**src/tws_defines.svh**
```systemverilog
/*
 * register offsets, field positions, reset values and frame counts of the
 * two-wire slave controller.
 * assumes: included by bare name by every file that needs a number.
 */
`ifndef TWS_DEFINES_SVH
`define TWS_DEFINES_SVH

// byte offsets on the apb register bus
`define TWS_OFS_CTRL 8'h00
`define TWS_OFS_STAT 8'h04
`define TWS_OFS_ADDR 8'h08
`define TWS_OFS_DATA 8'h0c

// control register fields
`define TWS_CTRL_IE 0
`define TWS_CTRL_HANDSHAKE_ENABLE 1
`define TWS_CTRL_TSEL 2
`define TWS_CTRL_ACK_EVALUATE_ENABLE 3
`define TWS_CTRL_STOP_IRQ_MASK 4

// status register fields
`define TWS_ST_INTERRUPT_REQUEST_FLAG 0
`define TWS_ST_TRANSFER_REQUEST_FLAG 1
`define TWS_ST_RDF 2
`define TWS_ST_TDE 3
`define TWS_ST_BUSY 4
`define TWS_ST_STOP 5
`define TWS_ST_ERROR_STOP_FLAG 6
`define TWS_ST_ALTERNATE_ADDRESS_MATCH_FLAG 7
`define TWS_ST_ACK_BIT 8

// address register fields and reset values (plain defaults)
`define TWS_OWN_LSB 0
`define TWS_OWN_MSB 6
`define TWS_ALT_LSB 8
`define TWS_ALT_MSB 14
`define TWS_OWN_RST 7'h2a
`define TWS_ALT_RST 7'h2b

// scl rising edges counted within one frame
`define TWS_ADDR_CLK 4'h7
`define TWS_ACK_CLK 4'h8
`define TWS_LAST_CLK 4'h9

`endif

```
**src/tws_pkg.sv**
```systemverilog
/*
 * types shared by the two-wire slave controller.
 * assumes: compiled before any module that imports it.
 */
package tws_pkg;

    // frame sequencer, gray steps idle -> addr -> rx -> tx
    typedef enum logic [2:0] {
        TWS_IDLE = 3'h0,
        TWS_ADDR = 3'h1,
        TWS_RX = 3'h3,
        TWS_TX = 3'h2,
        TWS_IGN = 3'h6
    } tws_state_e;

endpackage

```
**src/tws_slave.sv**
```systemverilog
/*
 * two-wire bus slave: address match, receive with or without clock
 * stretch, transmit, start/stop detection, apb register file.
 * assumes: an external master drives scl; scl/sda are open drain and
 * resolved outside; pclk is much faster than scl.
 */
`timescale 1ns/100ps
`default_nettype none
`include "tws_defines.svh"

module tws_slave
    import tws_pkg::*;
#(
    parameter int AW = 8
) (
    input wire logic pclk,
    input wire logic presetn,
    input wire logic ce,
    input wire logic psel,
    input wire logic penable,
    input wire logic pwrite,
    input wire logic [AW-1:0] paddr,
    input wire logic [31:0] pwdata,
    output logic [31:0] prdata,
    output logic pready,
    output logic pslverr,
    input wire logic scl_i,
    input wire logic sda_i,
    output logic scl_o,
    output logic scl_oe,
    output logic sda_o,
    output logic sda_oe,
    output logic irq
);
    tws_state_e st_q;
    logic [3:0] cnt_q;
    logic [7:0] sh_q, tx_q, rbuf_q, dbuf_q, tx_src;
    logic [6:0] own_q, alt_q;
    logic ie_q, handshake_enable_q, tsel_q, ack_evaluate_enable_q, stop_irq_mask_q;
    logic interrupt_request_flag_q, transfer_request_flag_q, rdf_q, tde_q, bus_busy_flag_q, stop_q, error_stop_flag_q, alternate_address_match_flag_q, ack_bit_q;
    logic pend_q, txv_q, scl_oe_q, sda_oe_q, scl_o_q, sda_o_q, irq_q;
    logic pready_q, pslverr_q;
    logic [31:0] prdata_q, rd_w;
    logic scl_s, scl_r, scl_f, sda_s, sda_r, sda_f;
    logic framing, start_ev, stop_ev, rise_ev, fall_ev, bit8, ev9, ack_fall, end9;
    logic acc, wr_ev, dat_rd, dat_wr, ctl_wr, own_hit, alt_hit, match8, tx_wait, move9;

    function automatic logic hit(input logic [AW-1:0] a, input logic [7:0] ofs);
        return a == AW'(ofs);
    endfunction

    tws_sync u_scl (.clk(pclk), .rst_n(presetn), .ce(ce), .din(scl_i),
        .lvl(scl_s), .rise(scl_r), .fall(scl_f));
    tws_sync u_sda (.clk(pclk), .rst_n(presetn), .ce(ce), .din(sda_i),
        .lvl(sda_s), .rise(sda_r), .fall(sda_f));

    // bus events, all qualified by the clock enable
    assign framing = (st_q == TWS_ADDR) || (st_q == TWS_RX) || (st_q == TWS_TX);
    assign start_ev = ce && sda_f && scl_s;
    assign stop_ev = ce && sda_r && scl_s;
    assign rise_ev = ce && scl_r && framing;
    assign fall_ev = ce && scl_f && framing;
    assign bit8 = rise_ev && (cnt_q == `TWS_ADDR_CLK);
    assign ev9 = rise_ev && (cnt_q == `TWS_ACK_CLK);
    assign ack_fall = fall_ev && (cnt_q == `TWS_ACK_CLK);
    assign end9 = fall_ev && (cnt_q == `TWS_LAST_CLK);
    assign own_hit = (sh_q[6:0] == own_q);
    assign alt_hit = (sh_q[6:0] == alt_q);
    assign match8 = bit8 && (st_q == TWS_ADDR) && (own_hit || alt_hit);
    assign tx_wait = (st_q == TWS_TX) && scl_oe_q;

    // apb access completes where pready is seen high
    assign acc = ce && psel && penable && pready_q;
    assign wr_ev = acc && pwrite;
    assign ctl_wr = wr_ev && hit(paddr, `TWS_OFS_CTRL);
    assign dat_rd = acc && !pwrite && hit(paddr, `TWS_OFS_DATA);
    assign dat_wr = wr_ev && hit(paddr, `TWS_OFS_DATA);
    // a write landing on the ninth rise goes straight to the shifter
    assign tx_src = dat_wr ? pwdata[7:0] : dbuf_q;
    assign move9 = ev9 && (st_q == TWS_TX) && (!tde_q || dat_wr);

    // read word assembly
    always_comb begin
        rd_w = 32'h0;
        if (hit(paddr, `TWS_OFS_CTRL)) begin
            rd_w[`TWS_CTRL_IE] = ie_q;
            rd_w[`TWS_CTRL_HANDSHAKE_ENABLE] = handshake_enable_q;
            rd_w[`TWS_CTRL_TSEL] = tsel_q;
            rd_w[`TWS_CTRL_ACK_EVALUATE_ENABLE] = ack_evaluate_enable_q;
            rd_w[`TWS_CTRL_STOP_IRQ_MASK] = stop_irq_mask_q;
        end else if (hit(paddr, `TWS_OFS_STAT)) begin
            rd_w[`TWS_ST_INTERRUPT_REQUEST_FLAG] = interrupt_request_flag_q;
            rd_w[`TWS_ST_TRANSFER_REQUEST_FLAG] = transfer_request_flag_q;
            rd_w[`TWS_ST_RDF] = rdf_q;
            rd_w[`TWS_ST_TDE] = tde_q;
            rd_w[`TWS_ST_BUSY] = bus_busy_flag_q;
            rd_w[`TWS_ST_STOP] = stop_q;
            rd_w[`TWS_ST_ERROR_STOP_FLAG] = error_stop_flag_q;
            rd_w[`TWS_ST_ALTERNATE_ADDRESS_MATCH_FLAG] = alternate_address_match_flag_q;
            rd_w[`TWS_ST_ACK_BIT] = ack_bit_q;
        end else if (hit(paddr, `TWS_OFS_ADDR)) begin
            rd_w[`TWS_OWN_MSB:`TWS_OWN_LSB] = own_q;
            rd_w[`TWS_ALT_MSB:`TWS_ALT_LSB] = alt_q;
        end else if (hit(paddr, `TWS_OFS_DATA)) begin
            rd_w[7:0] = rbuf_q;
        end
    end

    // apb slave: one wait-free access cycle, data snapped in setup
    always_ff @(posedge pclk or negedge presetn) begin
        if (!presetn) begin
            pready_q <= 1'b0;
            pslverr_q <= 1'b0;
            prdata_q <= 32'h0;
        end else if (ce) begin
            pready_q <= psel && !penable;
            if (psel && !penable) begin
                prdata_q <= rd_w;
                pslverr_q <= !(hit(paddr, `TWS_OFS_CTRL) || hit(paddr, `TWS_OFS_STAT)
                    || hit(paddr, `TWS_OFS_ADDR) || hit(paddr, `TWS_OFS_DATA));
            end
        end
    end

    // frame sequencer and receive shifter
    always_ff @(posedge pclk or negedge presetn) begin
        if (!presetn) begin
            st_q <= TWS_IDLE;
            cnt_q <= 4'h0;
            sh_q <= 8'h00;
        end else if (ce) begin
            if (start_ev) begin
                st_q <= TWS_ADDR;
                cnt_q <= 4'h0;
            end else if (stop_ev) begin
                st_q <= TWS_IDLE;
                cnt_q <= 4'h0;
            end else begin
                if (rise_ev && cnt_q < `TWS_ACK_CLK)
                    sh_q <= {sh_q[6:0], sda_s};
                if (rise_ev)
                    cnt_q <= cnt_q + 4'h1;
                if (end9)
                    cnt_q <= 4'h0;
                // a mismatch parks the sequencer until the next start
                if (bit8 && st_q == TWS_ADDR && !own_hit && !alt_hit)
                    st_q <= TWS_IGN;
                else if (end9 && st_q == TWS_ADDR)
                    st_q <= tsel_q ? TWS_TX : TWS_RX;
                else if (dat_rd && tx_wait && !tsel_q)
                    st_q <= TWS_IGN;
            end
        end
    end

    // software control and slave addresses
    always_ff @(posedge pclk or negedge presetn) begin
        if (!presetn) begin
            ie_q <= 1'b0;
            handshake_enable_q <= 1'b0;
            tsel_q <= 1'b0;
            ack_evaluate_enable_q <= 1'b0;
            stop_irq_mask_q <= 1'b0;
            own_q <= `TWS_OWN_RST;
            alt_q <= `TWS_ALT_RST;
        end else if (ce) begin
            if (ctl_wr) begin
                ie_q <= pwdata[`TWS_CTRL_IE];
                handshake_enable_q <= pwdata[`TWS_CTRL_HANDSHAKE_ENABLE];
                tsel_q <= pwdata[`TWS_CTRL_TSEL];
                ack_evaluate_enable_q <= pwdata[`TWS_CTRL_ACK_EVALUATE_ENABLE];
                stop_irq_mask_q <= pwdata[`TWS_CTRL_STOP_IRQ_MASK];
            end
            if (wr_ev && hit(paddr, `TWS_OFS_ADDR)) begin
                own_q <= pwdata[`TWS_OWN_MSB:`TWS_OWN_LSB];
                alt_q <= pwdata[`TWS_ALT_MSB:`TWS_ALT_LSB];
            end
            // the bus decides direction, over a same-cycle write
            if (match8)
                tsel_q <= sda_s;
        end
    end

    // flags and buffers; software clears first so hardware sets win, except the control-write wipe of ack_bit_q, which comes last
    always_ff @(posedge pclk or negedge presetn) begin
        if (!presetn) begin
            interrupt_request_flag_q <= 1'b0;
            transfer_request_flag_q <= 1'b0;
            rdf_q <= 1'b0;
            tde_q <= 1'b0;
            bus_busy_flag_q <= 1'b0;
            stop_q <= 1'b0;
            error_stop_flag_q <= 1'b0;
            alternate_address_match_flag_q <= 1'b0;
            ack_bit_q <= 1'b0;
            pend_q <= 1'b0;
            rbuf_q <= 8'h00;
            dbuf_q <= 8'h00;
        end else if (ce) begin
            if (wr_ev && hit(paddr, `TWS_OFS_STAT)) begin
                if (pwdata[`TWS_ST_INTERRUPT_REQUEST_FLAG])
                    interrupt_request_flag_q <= 1'b0;
                if (pwdata[`TWS_ST_TRANSFER_REQUEST_FLAG])
                    transfer_request_flag_q <= 1'b0;
                if (pwdata[`TWS_ST_STOP])
                    stop_q <= 1'b0;
                if (pwdata[`TWS_ST_ERROR_STOP_FLAG])
                    error_stop_flag_q <= 1'b0;
                ack_bit_q <= pwdata[`TWS_ST_ACK_BIT];
            end
            if (start_ev)
                bus_busy_flag_q <= 1'b1;
            if (stop_ev) begin
                bus_busy_flag_q <= 1'b0;
                // every stop follows one scl rise; more rises mean a cut frame
                if (framing && cnt_q > 4'h1)
                    error_stop_flag_q <= 1'b1;
                else
                    stop_q <= 1'b1;
                if (!stop_irq_mask_q)
                    interrupt_request_flag_q <= 1'b1;
            end
            if (match8)
                alternate_address_match_flag_q <= !own_hit;
            if (dat_rd) begin
                rdf_q <= 1'b0;
                if (pend_q) begin
                    rbuf_q <= sh_q;
                    rdf_q <= 1'b1;
                    interrupt_request_flag_q <= 1'b1;
                    pend_q <= 1'b0;
                end
            end
            if (dat_wr) begin
                dbuf_q <= pwdata[7:0];
                tde_q <= 1'b0;
            end
            if (ev9) begin
                interrupt_request_flag_q <= 1'b1;
                if (alternate_address_match_flag_q)
                    transfer_request_flag_q <= 1'b1;
                if (st_q == TWS_TX) begin
                    ack_bit_q <= sda_s;
                    if (move9)
                        tde_q <= 1'b1;
                end else if (st_q == TWS_ADDR && tsel_q) begin
                    tde_q <= 1'b1;
                end else if (!rdf_q || dat_rd) begin
                    rbuf_q <= sh_q;
                    rdf_q <= 1'b1;
                end else begin
                    pend_q <= 1'b1; // held in the shifter until a read
                end
            end
            if (dat_wr && tx_wait) begin
                tde_q <= 1'b1;
                interrupt_request_flag_q <= 1'b1;
            end
            // writing zero to the evaluate enable wipes the stored ack
            if (ctl_wr && !pwdata[`TWS_CTRL_ACK_EVALUATE_ENABLE])
                ack_bit_q <= 1'b0;
        end
    end

    // pin drivers: sda only moves while scl is low
    always_ff @(posedge pclk or negedge presetn) begin
        if (!presetn) begin
            scl_oe_q <= 1'b0;
            sda_oe_q <= 1'b0;
            tx_q <= 8'h00;
            txv_q <= 1'b0;
        end else if (ce) begin
            if (start_ev || stop_ev) begin
                scl_oe_q <= 1'b0;
                sda_oe_q <= 1'b0;
            end else begin
                if (ack_fall) begin
                    case (st_q)
                        TWS_ADDR: sda_oe_q <= 1'b1;
                        TWS_RX: sda_oe_q <= !ack_bit_q;
                        default: sda_oe_q <= 1'b0;
                    endcase
                end
                if (fall_ev && st_q == TWS_TX && cnt_q != 4'h0 && cnt_q < `TWS_ACK_CLK) begin
                    tx_q <= {tx_q[6:0], 1'b0};
                    sda_oe_q <= !tx_q[6];
                end
                if (move9) begin
                    tx_q <= tx_src;
                    txv_q <= 1'b1;
                end else if (ev9) begin
                    txv_q <= 1'b0;
                end
                if (end9) begin
                    if (st_q == TWS_TX || (st_q == TWS_ADDR && tsel_q)) begin
                        sda_oe_q <= txv_q && !tx_q[7];
                        scl_oe_q <= !txv_q;
                    end else begin
                        sda_oe_q <= 1'b0;
                        // no stretch if the byte was already read
                        scl_oe_q <= handshake_enable_q && rdf_q && !dat_rd;
                    end
                end
                if (dat_rd && scl_oe_q && (st_q == TWS_RX || (tx_wait && !tsel_q)))
                    scl_oe_q <= 1'b0;
                if (dat_wr && tx_wait) begin
                    tx_q <= pwdata[7:0];
                    sda_oe_q <= !pwdata[7];
                    scl_oe_q <= 1'b0;
                end
            end
        end
    end

    // open-drain data levels are always low; interrupt output
    always_ff @(posedge pclk or negedge presetn) begin
        if (!presetn) begin
            scl_o_q <= 1'b0;
            sda_o_q <= 1'b0;
            irq_q <= 1'b0;
        end else if (ce) begin
            scl_o_q <= 1'b0;
            sda_o_q <= 1'b0;
            irq_q <= interrupt_request_flag_q && ie_q;
        end
    end

    assign prdata = prdata_q;
    assign pready = pready_q;
    assign pslverr = pslverr_q;
    assign scl_o = scl_o_q;
    assign scl_oe = scl_oe_q;
    assign sda_o = sda_o_q;
    assign sda_oe = sda_oe_q;
    assign irq = irq_q;
endmodule // tws_slave

`default_nettype wire

```
**src/tws_sync.sv**
```systemverilog
/*
 * two-flop synchroniser for one bus line with edge pulses.
 * assumes: din is asynchronous to clk; the idle line level is high.
 */
`timescale 1ns/100ps
`default_nettype none

module tws_sync (
    input wire logic clk,
    input wire logic rst_n,
    input wire logic ce,
    input wire logic din,
    output logic lvl,
    output logic rise,
    output logic fall
);
    logic s1_q, s2_q, s3_q;

    // only s2 reads s1; edges come from s2 against s3
    always_ff @(posedge clk or negedge rst_n) begin
        if (!rst_n) begin
            s1_q <= 1'b1;
            s2_q <= 1'b1;
            s3_q <= 1'b1;
        end else if (ce) begin
            s1_q <= din;
            s2_q <= s1_q;
            s3_q <= s2_q;
        end
    end

    assign lvl = s2_q;
    assign rise = s2_q && !s3_q;
    assign fall = !s2_q && s3_q;

endmodule // tws_sync

`default_nettype wire

```
**config.mk**
```make
export PLATFORM = sky130hd
export DESIGN_NAME = tws_slave
export DESIGN_NICKNAME = d
export VERILOG_FILES = /design/src/tws_pkg.sv /design/src/tws_slave.sv /design/src/tws_sync.sv
export VERILOG_INCLUDE_DIRS = /design/src
export SDC_FILE = /design/constraint.sdc
export NUM_CORES = 1
export LEC_CHECK = 0
export ABC_AREA = 1
export BUFFER_PORTS_ARGS = -buffer_cell sky130_fd_sc_hd__buf_2
export CAP_MARGIN = 10
export CELL_PAD_IN_SITES_DETAIL_PLACEMENT = 1
export CELL_PAD_IN_SITES_GLOBAL_PLACEMENT = 2
export CORE_UTILIZATION = 35
export CTS_CLUSTER_DIAMETER = 120
export DETAILED_ROUTE_END_ITERATION = 7
export PLACE_DENSITY_LB_ADDON = 0.1
export SLEW_MARGIN = 20
export SYNTH_ARGS = -nofsm -noshare
export SYNTH_HDL_FRONTEND = slang
export SYNTH_SLANG_ARGS = --single-unit
```
**constraint.sdc**
```tcl
create_clock -name pclk -period 4.32 [get_ports pclk]
set_input_delay 0 -clock pclk [delete_from_list [all_inputs] [get_ports pclk]]
set_output_delay 0 -clock pclk [all_outputs]
set_load 0.05 [all_outputs]
```
==> flow_summary.yaml <==
timing:
  maxSlewViolCount: 0
  rsz0062_at_grt: "no"
  post-route-period-util_pct: 60.3
  slew_headroom_pct: 39.0
  worst_slew_pin_slew_ns: 0.909
  tns_ns: 0
  hold_slack_ns: -0.00812
  setup_viol: 0
  fin_crit_ns: 2.60
  fmax_mhz: 384
  hold_viol_final: 1
  fin_skew_ns: 0.0134
clock_tree:
  cts.sinks: 95
  numCtsBuffers: 9
  cts-root-buf: "clkbuf_16"
  cts_tree: "built"
  clkTransAtPathRegs_ns: 0.07
  clk_latency_ns: 0.36
  htreeDepth: 3
  cts_max_path_buffers: 2
worst_setup_path:
  worstPathRequired_ns: 4.56
  critPathLaunchType: "input port"
  cp-end-kind: "register"
  ff2ff_path_depth: 5
  rr_endpoint: "sh_q[7]$_DFFE_PN0P_"
  worstPathArrival_ns: 2.84
  critPathKind: "in -> reg"
  timing.rr.start: "u_scl.lvl$_DFFE_PN1P_"
  critPathMaxFanout: 21
  reg2reg_slack_ns: 2.00
finish:
  n_antenna_cell: 0
  layout_commonest_cell: "nand2_1"
  fillers: 1677
  multi_input_area_sq_um: 2110
  layout.nets: 742
  layout_common_cells: "nand2_1, dfrtp_1, inv_1"
  seq_area_sq_um: 2390
  drive_gt1_share_pct: 15.5
  syn2layout_area_growth_pct: 17.6
power_and_ir_drop:
  p_total_mw: 2.54
  irDropWorstVdd_uv: 182
  p_per_area_nw_per_um2: 437
  p_leak_nw: 2.97
routing:
  ant_nets: 0
  drtIter0Drc: 189
  wl_per_cell_um: 16.1
  routed_wl_mm: 14.1
  drc_errors: 0
  vias: 4223
  vias_per_cell: 4.83
  dr.pass1.iters: 4
placed_design:
  io_buffers: 50
  gp_congestion: 0.789
  dpl.hpwl_mm: 10.3
worst_hold_path:
  min_path_type: "in -> reg"
  hp-start: "pwdata[1]"
  min_to: "own_q[1]$_DFFE_PN1P_"
  whs_path_depth: 3
synth:
  synth.distinct_cells: 39
  ys_seq_area_share_pct: 48.5
  yosys_warnings: 0
  ys_seq_elements: 95
  synthCells: 621
  syn-mean-instance-area_sq_um: 7.95
  synthesis.area_sq_um: 4930
floorplan:
  start_util_pct: 35.7
  fp.dieW_um: 121
  coreArea_sq_um: 13800
  dieArea_sq_um: 14600
  die_y_um: 121
  num_rows: 43
  io-pin-count: 87
global_route:
  grt_overflow: 0
  grt_pass1_wl_mm: 23.3
  grt_max_degree: 66
  grt_pass1_vias: 4374
  track_usage_pct: 21.1
  antenna_found_initial: 0
run:
  drv_cap: 0
run_status:
  failed_checks: "negative hold slack"
  outcome: "finished, violations left"
==> repair_timing <==
item	4_1_cts	5_1_grt
setup buffers	0	0
hold buffers	20	0
hold endpoints to repair	69	0
gates resized for setup	0	0
==> synth_stat cells <==
cell | instances | area share [%]
a21oi_1 | 19 | 1.9
a21oi_2 | 1 | 0.18
a31oi_1 | 2 | 0.25
buf_1 | 1 | 0.076
buf_2 | 5 | 0.51
buf_4 | 19 | 2.9
clkbuf_1 | 7 | 0.53
clkinv_2 | 1 | 0.10
conb_1 | 1 | 0.076
dfrtp_1 | 82 | 42
dfstp_2 | 13 | 6.9
ha_1 | 4 | 1.0
inv_1 | 77 | 5.9
inv_2 | 1 | 0.076
mux2_2 | 8 | 1.8
nand2_1 | 182 | 14
nand2_2 | 5 | 0.63
nand2_4 | 1 | 0.23
nand3_1 | 55 | 5.6
nand3b_1 | 1 | 0.15
nand4_1 | 9 | 1.1
nor2_1 | 40 | 3.0
nor2_2 | 1 | 0.13
nor2_4 | 1 | 0.23
nor3_1 | 3 | 0.30
nor3_4 | 1 | 0.33
nor4_4 | 2 | 0.86
o211ai_1 | 1 | 0.15
o21a_1 | 1 | 0.15
o21ai_0 | 39 | 4.0
o21ai_1 | 14 | 1.4
o21ai_2 | 4 | 0.71
o21bai_1 | 2 | 0.30
o22ai_1 | 1 | 0.13
o311ai_0 | 1 | 0.18
o31ai_1 | 3 | 0.46
or2_2 | 1 | 0.13
xnor2_1 | 6 | 1.1
xor2_1 | 6 | 1.1
==> worst max path at each step <==
stage                  startpoint                    end  slack [ns]  depth (start not counted)
2_1_floorplan  pready$_DFFE_PN0P_  rbuf_q[1]$_DFFE_PN0P_        2.43                          8
3_3_place_gp             paddr[7]   alt_q[6]$_DFFE_PN0P_        1.76                          6
3_5_place_dp             paddr[7]   alt_q[4]$_DFFE_PN0P_        1.78                          6
4_1_cts                  paddr[1]   alt_q[4]$_DFFE_PN0P_        1.70                          7
5_1_grt                  paddr[1]   alt_q[6]$_DFFE_PN0P_        1.51                          7
6_report                 paddr[1]   alt_q[4]$_DFFE_PN0P_        1.72                          7
==> area by class of cell <==
class / instances / area share (%)
Clock inverter: 6 / 1.19
Clock buffer: 10 / 4.12
Tap cell: 180 / 3.88
Inverter: 79 / 5.13
Sequential cell: 95 / 41.2
Multi-Input combinational cell: 433 / 36.4
Timing Repair Buffer: 72 / 8.06
==> metal layers <==
metal / vias to the layer above / part of all wire, % / track usage, %
met5: - / 0 / 0
met4: 0 / 2.4 / 8.72
met3: 16 / 2.6 / 2.69
met2: 62 / 48 / 35.6
met1: 2060 / 47 / 27.2
li1: 2085 / - / -
==> per-stage QoR <==
step / area, sq um / util (%) / hold WS (ns) / setup WS [ns] / cells
after floorplan: 5000 / - / -0.296 / 2.43 / 639
after global placement: 5300 / 38.3 / 0.175 / 1.76 / 839
after detailed placement: 5300 / 38.3 / 0.175 / 1.78 / 839
after CTS: 5810 / 42.0 / 0.00214 / 1.70 / 875
after global routing: 5810 / 42.0 / 0.0469 / 1.51 / 875
final: 5810 / 42.0 / -0.00812 / 1.72 / 875
==> critical path: stages <==
cell	delay [ns]
dlygate4sd3_1	0.53
buf_2	0.12
inv_1	0.05
nand2_1	0.12
nor4_4	0.78
nand2_1	0.75
mux2_2	0.49
==> logic make-up after synthesis <==
group           count (synthesis)  share of synthesized area, %
flops                          95                          48.5
mux                             8                          1.83
buf+inv                       111                          10.0
fa+ha+maj                       4                          1.01
compound gates                 88                          9.81
xor+xnor                       12                          2.13
simple gates                  302                          26.6
other cells                     1                        0.0760
==> where the power goes <==
group	internal (mW)	total (mW)	switching, mW
combinational	0.184	0.528	0.344
clock	0.468	0.840	0.372
sequential	1.02	1.17	0.147
==> sequential cells by signal, indices dropped and copies added (netlist names), 3 cells and up <==
name / cells
prdata: 15
rbuf_q: 8
st_q: 3
alt_q: 7
cnt_q: 4
dbuf_q: 8
sh_q: 8
tx_q: 8
own_q: 7
(Power assumes the default switching activity.)
